<file path="src/wsg_defines.svh">
// register offsets, field positions, reset values and timing figures of the
// watchdog / safe-monitor pin block; assumes a 25 MHz system clock
`ifndef WSG_DEFINES_SVH
`define WSG_DEFINES_SVH

`define WSG_CLK_MHZ        25
`define WSG_TICK_US        256
`define WSG_TICK_CYC       (`WSG_TICK_US * `WSG_CLK_MHZ)
`define WSG_PULSE_MS       100
`define WSG_PULSE_CYC      (`WSG_PULSE_MS * 1000 * `WSG_CLK_MHZ)

`define WSG_ADR_CTRL       8'h00
`define WSG_ADR_WDCFG      8'h04
`define WSG_ADR_KEY        8'h08
`define WSG_ADR_STATUS     8'h0c
`define WSG_ADR_ALERT      8'h10
`define WSG_ADR_PIN1       8'h14
`define WSG_ADR_PIN4       8'h20
`define WSG_ADR_PINSTAT    8'h24

`define WSG_CTRL_EN        0
`define WSG_CTRL_SWW       1
`define WSG_CTRL_ALRTEN    2
`define WSG_CTRL_C12ALRT   3
`define WSG_CTRL_TOPO_LSB  4
`define WSG_CFG_DIV_LSB    0
`define WSG_CFG_CLOSED_LSB 8
`define WSG_CFG_OPEN_LSB   12
`define WSG_CFG_LIMIT_LSB  16
`define WSG_CFG_EXT_LSB    24

`define WSG_CTRL_RST       32'h0000_0024
`define WSG_WDCFG_RST      32'h0001_0000
`define WSG_KEY_RST        8'h5a
`define WSG_RESP_OKAY      2'b00
`define WSG_RESP_SLVERR    2'b10

`endif

</file>
<file path="src/wsg_pkg.sv">
// types shared by the watchdog / safe-monitor pin block
// assumes wsg_defines.svh is not needed here: types only
package wsg_pkg;

   typedef enum logic [2:0] {
      WSG_PIN_INPUT,
      WSG_PIN_HI,
      WSG_PIN_LO,
      WSG_PIN_SHOT_HI,
      WSG_PIN_SHOT_LO,
      WSG_PIN_ACT_HI,
      WSG_PIN_ACT_LO,
      WSG_PIN_SLAVE_IN
   } wsg_pin_mode_t;

   typedef enum logic [1:0] {
      WSG_WD_OFF,
      WSG_WD_FIRST,
      WSG_WD_CLOSED,
      WSG_WD_OPEN
   } wsg_wd_state_t;

endpackage

</file>
<file path="src/wsg_tick_if.sv">
// link between the watchdog core and its tick generator
// assumes one clock domain shared by both ends
`timescale 1ns/1ps
interface wsg_tick_if;
   logic       run;
   logic [4:0] tick_divider;
   logic       tick;
   modport gen  (input run, input tick_divider, output tick);
   modport core (output run, output tick_divider, input tick);
endinterface

</file>
<file path="src/wsg_ticker.sv">
// watchdog tick generator: base period of TICK_CYC clocks, divided by tick_divider+1
// assumes run drops whenever the watchdog is off so the phase restarts cleanly
`timescale 1ns/1ps
module wsg_ticker
   import wsg_pkg::*;
#(
   parameter int TICK_CYC = 6400
) (
   input wire logic  clk_sys,
   input wire logic  rst,
   wsg_tick_if.gen   tk
);

   logic [15:0] base_cnt;
   logic [4:0]  div_cnt;
   logic        tick;
   logic [15:0] next_base_cnt;
   logic [4:0]  next_div_cnt;
   logic        next_tick;

   assign tk.tick = tick;

   always_comb begin
      next_base_cnt = base_cnt;
      next_div_cnt  = div_cnt;
      next_tick     = 1'b0;
      if (!tk.run) begin
         next_base_cnt = 16'h0000;
         next_div_cnt  = 5'h00;
      end else if (base_cnt == 16'(TICK_CYC - 1)) begin
         next_base_cnt = 16'h0000;
         if (div_cnt >= tk.tick_divider) begin  // RULE_21
            next_div_cnt = 5'h00;
            next_tick    = 1'b1;
         end else begin
            next_div_cnt = div_cnt + 5'h01;
         end
      end else begin
         next_base_cnt = base_cnt + 16'h0001;
      end
   end

   always_ff @(posedge clk_sys) begin
      if (rst) begin
         base_cnt <= 16'h0000;
         div_cnt  <= 5'h00;
         tick     <= 1'b0;
      end else begin
         base_cnt <= next_base_cnt;
         div_cnt  <= next_div_cnt;
         tick     <= next_tick;
      end
   end

endmodule // wsg_ticker

</file>
<file path="src/wsg_top.sv">
// windowed watchdog with refresh key, safe-monitor mode and four reacting pins,
// registers on an AXI4-Lite slave
// assumes pin inputs and sleep_mode are synchronous to clk_sys
`timescale 1ns/1ps
`include "wsg_defines.svh"

// Function
// (RULE_01) missed open window: timeout, count one violation
// (RULE_02) timeout sets expired flag until disable
// (RULE_03) count equals limit sets limit flag
// (RULE_04) enabled alert: errors set flag, interrupt
// (RULE_05) interrupt holds until alert flag cleared
// (RULE_06) four watchdog error flags feed alert
// (RULE_07) challenge mode accepts only next LFSR key
// (RULE_08) key register always reads current key
// (RULE_09) simple mode: any key write refreshes; code refreshes only in the first or open window
// (RULE_10) per-pin mode registers, pin-specific mode sets
// (RULE_11) one-shot modes give single 100 ms pulse
// (RULE_12) dual topology pairs master pin3, slave pin4
// (RULE_13) static modes unchanged by safe or sleep
// (RULE_14) pins 3,4 safe outputs idle outside safe
// (RULE_15) pins 1,2 idle unless alert drive set; code also drives them whenever safe is set, alert drive or not
// (RULE_16) reserved codes act as undriven input
// (RULE_17) readback shows sampled pin level always
// (RULE_18) output mismatch sets contention flag
// (RULE_19) limit reached enters safe monitoring mode
// (RULE_20) valid refresh zeroes violation counter
// (RULE_21) tick is (divider+1) times 256 us
// (RULE_22) one-shot fires once per safe entry
module wsg_top
   import wsg_pkg::*;
#(
   parameter int TICK_CYC  = `WSG_TICK_CYC,
   parameter int PULSE_CYC = `WSG_PULSE_CYC
) (
   input  wire logic        clk_sys,
   input  wire logic        rst,
   input  wire logic [7:0]  s_axi_awaddr,
   input  wire logic        s_axi_awvalid,
   output      logic        s_axi_awready,
   input  wire logic [31:0] s_axi_wdata,
   input  wire logic [3:0]  s_axi_wstrb,
   input  wire logic        s_axi_wvalid,
   output      logic        s_axi_wready,
   output      logic [1:0]  s_axi_bresp,
   output      logic        s_axi_bvalid,
   input  wire logic        s_axi_bready,
   input  wire logic [7:0]  s_axi_araddr,
   input  wire logic        s_axi_arvalid,
   output      logic        s_axi_arready,
   output      logic [31:0] s_axi_rdata,
   output      logic [1:0]  s_axi_rresp,
   output      logic        s_axi_rvalid,
   input  wire logic        s_axi_rready,
   input  wire logic        sleep_mode,
   input  wire logic [3:0]  pin_in,
   output      logic [3:0]  pin_out,
   output      logic [3:0]  pin_oe,
   output      logic        alert_n
);

   // ------------------------------------------------------------
   // helpers
   // ------------------------------------------------------------
   function automatic logic [7:0] lfsr_next(input logic [7:0] k);
      lfsr_next = {k[6:0], k[7] ^ k[5] ^ k[4] ^ k[3]};
   endfunction

   function automatic logic [31:0] merge(input logic [31:0] old, input logic [31:0] d,
                                         input logic [3:0] be);
      for (int i = 0; i < 4; i++) begin
         merge[i*8 +: 8] = be[i] ? d[i*8 +: 8] : old[i*8 +: 8];
      end
   endfunction

   function automatic logic mode_ok(input int pin, input logic [2:0] m);
      if (pin < 2) begin
         mode_ok = !(m inside {WSG_PIN_SHOT_HI, WSG_PIN_SHOT_LO, WSG_PIN_SLAVE_IN});  // RULE_10
      end else if (pin == 2) begin
         mode_ok = (m != WSG_PIN_SLAVE_IN);
      end else begin
         mode_ok = 1'b1;
      end
   endfunction

   // ------------------------------------------------------------
   // state
   // ------------------------------------------------------------
   logic [31:0]   ctrl, wdcfg, next_ctrl, next_wdcfg;
   logic [2:0]    pin_mode [4];
   logic [2:0]    next_pin_mode [4];
   logic [7:0]    key, next_key;
   logic [7:0]    viol_cnt, next_viol_cnt;
   logic [15:0]   win_cnt, next_win_cnt;
   wsg_wd_state_t wd_st, next_wd_st;
   logic          f_exp, f_lim, f_key, f_early, f_alert, safe, safe_q;
   logic          next_f_exp, next_f_lim, next_f_key, next_f_early, next_f_alert, next_safe;
   logic [3:0]    pin_rd, pin_err, next_pin_err;
   logic [21:0]   shot_cnt [2];
   logic [21:0]   next_shot_cnt [2];
   logic [3:0]    next_pin_out, next_pin_oe;

   logic          aw_got, w_got, next_aw_got, next_w_got;
   logic [7:0]    wa, next_wa;
   logic [31:0]   wd, next_wd;
   logic [3:0]    ws, next_ws;
   logic          next_awready, next_wready, next_bvalid, next_arready, next_rvalid;
   logic [1:0]    next_bresp, next_rresp;
   logic [31:0]   next_rdata;

   logic          wr_go, key_wr, wr_hit, rd_hit;
   logic [15:0]   closed_len, open_len, first_len;
   logic [31:0]   rd_val;

   wsg_tick_if tk ();

   wsg_ticker #(.TICK_CYC(TICK_CYC)) i_wsg_ticker (
      .clk_sys (clk_sys),
      .rst     (rst),
      .tk      (tk)
   );

   assign tk.run          = (wd_st != WSG_WD_OFF);
   assign tk.tick_divider = wdcfg[`WSG_CFG_DIV_LSB +: 5];

   // ------------------------------------------------------------
   // register bus
   // ------------------------------------------------------------
   assign wr_go  = aw_got && w_got && !s_axi_bvalid;
   assign key_wr = wr_go && (wa == `WSG_ADR_KEY);
   assign wr_hit = (wa == `WSG_ADR_CTRL) || (wa == `WSG_ADR_WDCFG) || (wa == `WSG_ADR_KEY)
                   || (wa == `WSG_ADR_ALERT) || (wa >= `WSG_ADR_PIN1 && wa <= `WSG_ADR_PIN4
                   && wa[1:0] == 2'b00);

   always_comb begin
      rd_hit = 1'b1;
      rd_val = 32'h0000_0000;
      case (s_axi_araddr)
         `WSG_ADR_CTRL:    rd_val = ctrl;
         `WSG_ADR_WDCFG:   rd_val = wdcfg;
         `WSG_ADR_KEY:     rd_val = {24'h00_0000, key};  // RULE_08
         `WSG_ADR_STATUS:  rd_val = {16'h0000, viol_cnt, 3'h0, safe, f_early, f_key, f_lim, f_exp};
         `WSG_ADR_ALERT:   rd_val = {31'h0000_0000, f_alert};
         `WSG_ADR_PINSTAT: rd_val = {24'h00_0000, pin_err, pin_rd};  // RULE_17
         default: begin
            if (s_axi_araddr >= `WSG_ADR_PIN1 && s_axi_araddr <= `WSG_ADR_PIN4
                && s_axi_araddr[1:0] == 2'b00) begin
               rd_val = {29'h0000_0000, pin_mode[s_axi_araddr[3:2] - 2'h1]};
            end else begin
               rd_hit = 1'b0;
            end
         end
      endcase
   end

   always_comb begin
      next_aw_got  = aw_got;
      next_w_got   = w_got;
      next_wa      = wa;
      next_wd      = wd;
      next_ws      = ws;
      next_bvalid  = s_axi_bvalid;
      next_bresp   = s_axi_bresp;
      next_rvalid  = s_axi_rvalid;
      next_rresp   = s_axi_rresp;
      next_rdata   = s_axi_rdata;
      if (s_axi_awvalid && s_axi_awready) begin
         next_aw_got = 1'b1;
         next_wa     = s_axi_awaddr;
      end
      if (s_axi_wvalid && s_axi_wready) begin
         next_w_got = 1'b1;
         next_wd    = s_axi_wdata;
         next_ws    = s_axi_wstrb;
      end
      if (wr_go) begin
         next_aw_got = 1'b0;
         next_w_got  = 1'b0;
         next_bvalid = 1'b1;
         next_bresp  = wr_hit ? `WSG_RESP_OKAY : `WSG_RESP_SLVERR;
      end else if (s_axi_bvalid && s_axi_bready) begin
         next_bvalid = 1'b0;
      end
      if (s_axi_arvalid && s_axi_arready) begin
         next_rvalid = 1'b1;
         next_rdata  = rd_val;
         next_rresp  = rd_hit ? `WSG_RESP_OKAY : `WSG_RESP_SLVERR;
      end else if (s_axi_rvalid && s_axi_rready) begin
         next_rvalid = 1'b0;
      end
      // one write and one read in flight; a channel reopens once its answer is taken
      next_awready = !next_aw_got && !next_bvalid;
      next_wready  = !next_w_got && !next_bvalid;
      next_arready = !next_rvalid;
   end

   always_ff @(posedge clk_sys) begin
      if (rst) begin
         aw_got        <= 1'b0;
         w_got         <= 1'b0;
         wa            <= 8'h00;
         wd            <= 32'h0000_0000;
         ws            <= 4'h0;
         s_axi_awready <= 1'b0;
         s_axi_wready  <= 1'b0;
         s_axi_bvalid  <= 1'b0;
         s_axi_bresp   <= 2'b00;
         s_axi_arready <= 1'b0;
         s_axi_rvalid  <= 1'b0;
         s_axi_rresp   <= 2'b00;
         s_axi_rdata   <= 32'h0000_0000;
      end else begin
         aw_got        <= next_aw_got;
         w_got         <= next_w_got;
         wa            <= next_wa;
         wd            <= next_wd;
         ws            <= next_ws;
         s_axi_awready <= next_awready;
         s_axi_wready  <= next_wready;
         s_axi_bvalid  <= next_bvalid;
         s_axi_bresp   <= next_bresp;
         s_axi_arready <= next_arready;
         s_axi_rvalid  <= next_rvalid;
         s_axi_rresp   <= next_rresp;
         s_axi_rdata   <= next_rdata;
      end
   end

   // ------------------------------------------------------------
   // watchdog, flags, safe monitoring, pins
   // ------------------------------------------------------------
   assign closed_len = {8'h00, 4'h0, wdcfg[`WSG_CFG_OPEN_LSB +: 4]} + 16'h0001;
   assign open_len   = {8'h00, 4'h0, wdcfg[`WSG_CFG_CLOSED_LSB +: 4]} + 16'h0001;
   assign first_len  = 16'((closed_len + open_len) * 16'd8
                       * ({13'h0000, wdcfg[`WSG_CFG_EXT_LSB +: 3]} + 16'h0002));

   always_comb begin
      logic        en, refresh, timeout, slave_req, act, drv;
      logic [2:0]  m;
      next_ctrl     = ctrl;
      next_wdcfg    = wdcfg;
      next_pin_mode = pin_mode;
      next_key      = key;
      next_viol_cnt = viol_cnt;
      next_win_cnt  = win_cnt;
      next_wd_st    = wd_st;
      next_f_exp    = f_exp;
      next_f_lim    = f_lim;
      next_f_key    = f_key;
      next_f_early  = f_early;
      next_f_alert  = f_alert;
      next_safe     = safe;
      next_shot_cnt = shot_cnt;
      next_pin_out  = pin_out;
      next_pin_oe   = pin_oe;
      next_pin_err  = 4'h0;
      en            = 1'b0;
      slave_req     = 1'b0;
      refresh       = 1'b0;
      timeout       = 1'b0;
      act           = 1'b0;
      drv           = 1'b0;
      m             = 3'h0;
      if (wr_go) begin
         case (wa)
            `WSG_ADR_CTRL:  next_ctrl  = merge(ctrl, wd, ws);
            `WSG_ADR_WDCFG: next_wdcfg = merge(wdcfg, wd, ws);
            `WSG_ADR_ALERT: if (ws[0] && !wd[0]) next_f_alert = 1'b0;
            default: begin
               if (wr_hit && wa != `WSG_ADR_KEY && ws[0]) begin
                  next_pin_mode[wa[3:2] - 2'h1] = wd[2:0];
               end
            end
         endcase
      end
      en = next_ctrl[`WSG_CTRL_EN] && !sleep_mode;
      if (key_wr && (wd_st == WSG_WD_FIRST || wd_st == WSG_WD_OPEN)) begin
         if (ctrl[`WSG_CTRL_SWW] || (wd[7:0] == lfsr_next(key))) begin  // RULE_07 RULE_09
            refresh = 1'b1;
         end else begin
            next_f_key = 1'b1;
         end
      end else if (key_wr && wd_st == WSG_WD_CLOSED && !ctrl[`WSG_CTRL_SWW]) begin
         next_f_early = 1'b1;
      end
      if (tk.tick) begin
         next_win_cnt = win_cnt + 16'h0001;
      end
      case (wd_st)
         WSG_WD_OFF: begin
            next_win_cnt = 16'h0000;
            if (en) next_wd_st = WSG_WD_FIRST;
         end
         WSG_WD_FIRST: begin
            if (tk.tick && win_cnt + 16'h0001 >= first_len) timeout = 1'b1;
         end
         WSG_WD_CLOSED: begin
            if (tk.tick && win_cnt + 16'h0001 >= 16'(closed_len * 16'd8)) begin
               next_wd_st   = WSG_WD_OPEN;
               next_win_cnt = 16'h0000;
            end
         end
         WSG_WD_OPEN: begin
            if (tk.tick && win_cnt + 16'h0001 >= 16'(open_len * 16'd8)) timeout = 1'b1;
         end
         default: next_wd_st = WSG_WD_OFF;
      endcase
      if (refresh) begin
         next_key      = lfsr_next(key);
         next_viol_cnt = 8'h00;  // RULE_20
         next_win_cnt  = 16'h0000;
         next_wd_st    = WSG_WD_CLOSED;
         if (safe) begin
            next_safe  = 1'b0;
            next_wd_st = WSG_WD_FIRST;
         end
      end else if (timeout) begin
         next_win_cnt = 16'h0000;
         next_wd_st   = WSG_WD_CLOSED;
         next_f_exp   = 1'b1;  // RULE_02
         if (viol_cnt != 8'hff) next_viol_cnt = viol_cnt + 8'h01;  // RULE_01
         if (next_viol_cnt == wdcfg[`WSG_CFG_LIMIT_LSB +: 8]) begin
            next_f_lim = 1'b1;  // RULE_03
            next_safe  = 1'b1;  // RULE_19
         end
      end
      // the partner's handover line also forces safe monitoring on the slave side
      slave_req = (pin_mode[3] == WSG_PIN_SLAVE_IN) && pin_rd[3];
      if (slave_req) next_safe = 1'b1;  // RULE_12
      if (!en) begin
         // disabling clears the error flags; watchdog cannot hold the part in safe mode
         next_wd_st    = WSG_WD_OFF;
         next_viol_cnt = 8'h00;
         next_f_exp    = 1'b0;
         next_f_lim    = 1'b0;
         next_f_key    = 1'b0;
         next_f_early  = 1'b0;
         if (!slave_req) next_safe = 1'b0;
      end
      if (ctrl[`WSG_CTRL_ALRTEN] && ((next_f_exp && !f_exp) || (next_f_lim && !f_lim)
          || (next_f_key && !f_key) || (next_f_early && !f_early))) begin
         next_f_alert = 1'b1;  // RULE_04 RULE_06
      end
      for (int s = 0; s < 2; s++) begin
         if (!safe || sleep_mode) begin
            // a pulse never outlives safe monitoring nor runs on into sleep
            next_shot_cnt[s] = 22'h00_0000;  // RULE_14
         end else if (!safe_q) begin
            next_shot_cnt[s] = 22'(PULSE_CYC);  // RULE_11 RULE_22
         end else if (shot_cnt[s] != 22'h00_0000) begin
            next_shot_cnt[s] = shot_cnt[s] - 22'h00_0001;
         end
      end
      for (int p = 0; p < 4; p++) begin
         m = pin_mode[p];
         if (p < 2) begin
            act = safe || (ctrl[`WSG_CTRL_C12ALRT] && !sleep_mode && f_alert);  // RULE_15
         end else begin
            act = safe && !sleep_mode;  // RULE_14
         end
         next_pin_oe[p] = mode_ok(p, m) && !(m inside {WSG_PIN_INPUT, WSG_PIN_SLAVE_IN});  // RULE_16
         case (m)
            WSG_PIN_HI:      drv = 1'b1;  // RULE_13
            WSG_PIN_SHOT_HI: drv = (p > 1) && (shot_cnt[p[0]] != 22'h00_0000);
            WSG_PIN_SHOT_LO: drv = !((p > 1) && (shot_cnt[p[0]] != 22'h00_0000));
            WSG_PIN_ACT_HI:  drv = act;
            WSG_PIN_ACT_LO:  drv = !act;
            default:         drv = 1'b0;
         endcase
         next_pin_out[p] = next_pin_oe[p] && drv;
         next_pin_err[p] = pin_oe[p] && (pin_rd[p] != pin_out[p]);  // RULE_18
      end
   end

   always_ff @(posedge clk_sys) begin
      if (rst) begin
         ctrl     <= `WSG_CTRL_RST;
         wdcfg    <= `WSG_WDCFG_RST;
         pin_mode <= '{default: 3'h0};
         key      <= `WSG_KEY_RST;
         viol_cnt <= 8'h00;
         win_cnt  <= 16'h0000;
         wd_st    <= WSG_WD_OFF;
         f_exp    <= 1'b0;
         f_lim    <= 1'b0;
         f_key    <= 1'b0;
         f_early  <= 1'b0;
         f_alert  <= 1'b0;
         safe     <= 1'b0;
         safe_q   <= 1'b0;
         shot_cnt <= '{default: 22'h00_0000};
         pin_rd   <= 4'h0;
         pin_err  <= 4'h0;
         pin_out  <= 4'h0;
         pin_oe   <= 4'h0;
         alert_n  <= 1'b1;
      end else begin
         ctrl     <= next_ctrl;
         wdcfg    <= next_wdcfg;
         pin_mode <= next_pin_mode;
         key      <= next_key;
         viol_cnt <= next_viol_cnt;
         win_cnt  <= next_win_cnt;
         wd_st    <= next_wd_st;
         f_exp    <= next_f_exp;
         f_lim    <= next_f_lim;
         f_key    <= next_f_key;
         f_early  <= next_f_early;
         f_alert  <= next_f_alert;
         safe     <= next_safe;
         safe_q   <= safe;
         shot_cnt <= next_shot_cnt;
         pin_rd   <= pin_in;  // RULE_17
         pin_err  <= next_pin_err;
         pin_out  <= next_pin_out;
         pin_oe   <= next_pin_oe;
         alert_n  <= !next_f_alert;  // RULE_05
      end
   end

endmodule // wsg_top

</file>
<file path="config.mk">
export PLATFORM = sky130hd
export DESIGN_NAME = wsg_top
export DESIGN_NICKNAME = d
export VERILOG_FILES = /design/src/wsg_pkg.sv /design/src/wsg_tick_if.sv /design/src/wsg_ticker.sv /design/src/wsg_top.sv
export VERILOG_INCLUDE_DIRS = /design/src
export SDC_FILE = /design/constraint.sdc
export NUM_CORES = 1
export LEC_CHECK = 0
export ABC_AREA = 1
export BUFFER_PORTS_ARGS = -buffer_cell sky130_fd_sc_hd__buf_2
export CAP_MARGIN = 5
export CORE_AREA = 2 2 164 166
export CTS_CLUSTER_DIAMETER = 80
export DETAILED_ROUTE_END_ITERATION = 7
export DIE_AREA = 0 0 166 168
export HOLD_SLACK_MARGIN = 0.06
export PLACE_DENSITY = 0.77
export REMOVE_ABC_BUFFERS = 1
export SYNTH_ARGS = -nofsm -noshare
export SYNTH_HDL_FRONTEND = slang
export SYNTH_SLANG_ARGS = --single-unit
</file>
<file path="constraint.sdc">
create_clock -name clk_sys -period 5.4 [get_ports clk_sys]
set_input_delay 1.62 -clock clk_sys [delete_from_list [all_inputs] [get_ports clk_sys]]
set_output_delay 1.62 -clock clk_sys [all_outputs]
set_load 0.05 [all_outputs]
</file>
==> results.yml <==
routing:
  drt_iter0_markers: 1133
  ant_nets: 0
  dr.pass1.iters: 6
  vias: 13387
  viasPerCell: 5.49
  drc: 0
  wl_um: 37200
  wl_per_cell_um: 15.3
synth:
  synthFlopType: "dfxtp_1"
  synth_enable_flop_cells: 0
  yosysWarnings: 0
  synth.distinct_cells: 52
  synthArstFlopShare_pct: 0
  synth_compound_area_share_pct: 17.6
  netlist_area_mm2: 0.0142
  synthMuxAreaShare_pct: 0.281
  synth_top_family_by_area: "simple AND/OR/NAND/NOR gates"
  syn-instance-count: 1968
  synthAdderAreaFrac_pct: 6.36
  synth_seq_area_share_pct: 40.1
  ys_seq_elements: 285
  syn_avg_cell_area_um2: 7.23
  yosys.area_share.simple_pct: 23.7
  synth_xor_area_share_pct: 3.20
timing:
  period_share_pct: 97.1
  finalCriticalPeriod_ns: 5.24
  slew_headroom_pct: 22.1
  max_freq_mhz: 191
  fin_skew_ns: 0.0100
  finalSetupTns_ns: 0
  holdWs_ns: 0.442
  report.final.slew_viol_count: 0
  hold_violations: 0
  worst_slew_pin_slew_ns: 1.17
  setup_viol: 0
clock_network:
  cts_root_buffer: "clkbuf_16"
  path_clk_slew_ns: 0.06
  cts_tree: "done"
  h-tree-depth: 1
  clockBufferDepth: 3
  insertion_delay_ns: 0.56
  cts_inserted_buffers: 30
  clock-sinks: 285
finish:
  fill_cells: 2306
  drive_gt1_share_pct: 13.5
  nets: 2206
  area_delta_synth_final_pct: 15.9
  ff_latch_area_mm2: 0.00572
  layout.cells.non_filler: 2438
  multi_input_area_mm2: 0.00756
job:
  cap_violations: 0
global_route:
  grt_pass1_vias: 12362
  grt_first_pass_wirelength_um: 58900
  grt_max_degree: 48
  grt_use_total_pct: 25.1
  antenna_found_initial: 2
  grt_overflow: 0
floorplanning:
  rows: 60
  start_util_pct: 54.0
  dieHeight_um: 168
  io_pins: 114
  die_x_um: 166
  dieArea_mm2: 0.0279
  core_area_mm2: 0.0264
place:
  dpl.hpwl_um: 26400
  place_inst: 2373
  gp_congestion: 0.937
  port_buffers: 111
worst_setup_path:
  worst-path-max-fanout: 14
  timing.critical_path.slowest_stage_cell: "fa_1"
  start_kind: "flop"
  crit_type: "reg2reg"
  crit_path_end_kind: "flop"
  max_stage_delay_ns: 0.53
  worst-endpoint-arrival_ns: 5.71
  crit_top_cell: "nand2_1"
  critPathRequiredTime_ns: 5.87
run_status:
  status: "complete, no violations"
min_path:
  hold_class: "reg2reg"
pwr:
  ir_drop_mv: 0.316
  p_per_area_mw_per_mm2: 278
  leakage_nw: 6.98
timing repair:
| item | in CTS | in global routing |
|---|---|---|
| pin swaps | 2 | 30 |
| buffers inserted | 3 | 7 |
| setup endpoints to repair | 30 | 31 |
| gates cloned | 1 | 0 |
| hold buffers | 0 | 0 |
| gates resized for setup | 12 | 44 |
flip-flops by register name, indices dropped and copies added (netlist names), 4 cells and up, named ones only:
signal and cells:
ctrl 32, wdcfg 32, wa 8, wd 32
pin_oe 4, viol_cnt 8, pin_rd 4, win_cnt 16
i_wsg_ticker.div_cnt 5, shot_cnt 44, ws 4, pin_mode 12
key 8, pin_out 4, pin_err 4, i_wsg_ticker.base_cnt 16
s_axi_rdata 32
worst paths after layout:
path / start / end / slack [ns] / cells past startpoint
setup / recovery: wdcfg[13] / viol_cnt[7] / 0.16 / 31
hold / removal: aw_got / s_axi_awready / 0.44 / 1
setup reg to reg: wdcfg[13] / viol_cnt[7] / 0.16 / 31
hold reg to reg: aw_got / s_axi_awready / 0.44 / 1
area by class of cell:
cell class	instances	area share (%)
inverter	266	6.06
tap	341	2.59
antenna	1	0.0152
sequential	285	34.7
clock buffer	42	5.32
multi-input combinational	1359	45.8
clock inverter	11	1.15
timing repair buffer	133	4.37
power breakdown:
part	total (W)	internal, W	switching, W
logic	0.000211	0.0000648	0.000147
clock network	0.00222	0.00136	0.000851
registers	0.00216	0.00213	0.0000295
total	0.00459	0.00356	0.00103
cells in the final DEF, fill, tap and decap left out, drive strengths merged, types with 18 or more instances in the layout:
cell and instances:
nand2 313, nor2 297, dfxtp 285, inv 263, o21ai 191, a21oi 172
buf 133, nand3 73, ha 58, nor3 49, clkbuf 42, xor2 34
a211oi 25, nand4 22, o22ai 20, xnor2 18
through the flow:
step,setup WS (ns),util [%],instance area (um^2),total power (W)
after floorplan,0.248,-,14000,0.00233
after global placement,0.0368,57.2,15100,0.00241
after detailed placement,-0.202,57.2,15100,0.00242
after CTS,0.00521,61.6,16200,0.00461
after global routing,-0.137,62.6,16500,0.00471
final,0.155,62.6,16500,0.00459
synthesized netlist by cell type, types with 3 or more instances:
cell	n	area [um^2]
o221ai_1	5	43.8
nand2_1	301	1130
or2_2	8	50.1
nor4_1	5	31.3
o22ai_1	20	125
nor3_1	37	185
nor3b_1	4	30.0
a31oi_1	9	56.3
nor2_1	283	1060
nand4_1	22	138
inv_1	255	957
nand3_1	72	360
o31ai_1	4	30.0
dfxtp_1	285	5710
nand2_2	9	56.3
fa_1	9	180
a21oi_1	171	856
clkbuf_1	49	184
a22o_1	6	52.6
ha_1	58	726
a211oi_1	25	188
a221oi_1	3	26.3
nor3_2	11	110
nor2_4	4	45.0
xor2_1	34	298
o21ai_0	184	921
or2_1	3	18.8
inv_2	7	26.3
buf_1	7	26.3
nand3b_1	3	22.5
o21ai_1	5	25.0
nand2_4	3	33.8
o21a_1	7	52.6
clkinv_1	3	11.3
o211ai_1	8	60.1
xnor2_1	18	158
mux2i_1	4	40.0
nor2_2	10	62.6
logic make-up after synthesis:
family,Yosys count
other,1
xor gates and xnor gates,52
muxes,4
and+or+nand+nor,779
buffers and inverters,326
DFF,285
adders and majority gates,67
AOI/OAI and AO/OA,454
per-layer routing:
layer / track usage (%) / wire, um / part of all wire, % / vias up
met5: 0 / 7 / 0.019 / -
met4: 11.0 / 1610 / 4.3 / 2
met3: 4.07 / 2220 / 6.0 / 113
met2: 42.6 / 17500 / 47 / 426
met1: 31.8 / 15900 / 43 / 6178
li1: - / - / - / 6668
critical path, delay by kind of cell, from the launching register on:
family	cells	cell delay, ns
compound gates	4	0.66
xor+xnor	3	0.48
fa+ha+maj	6	2.08
buf+inv	6	0.60
flops	1	0.36
simple gates	12	0.99
Power figures use the tool's default switching activity.
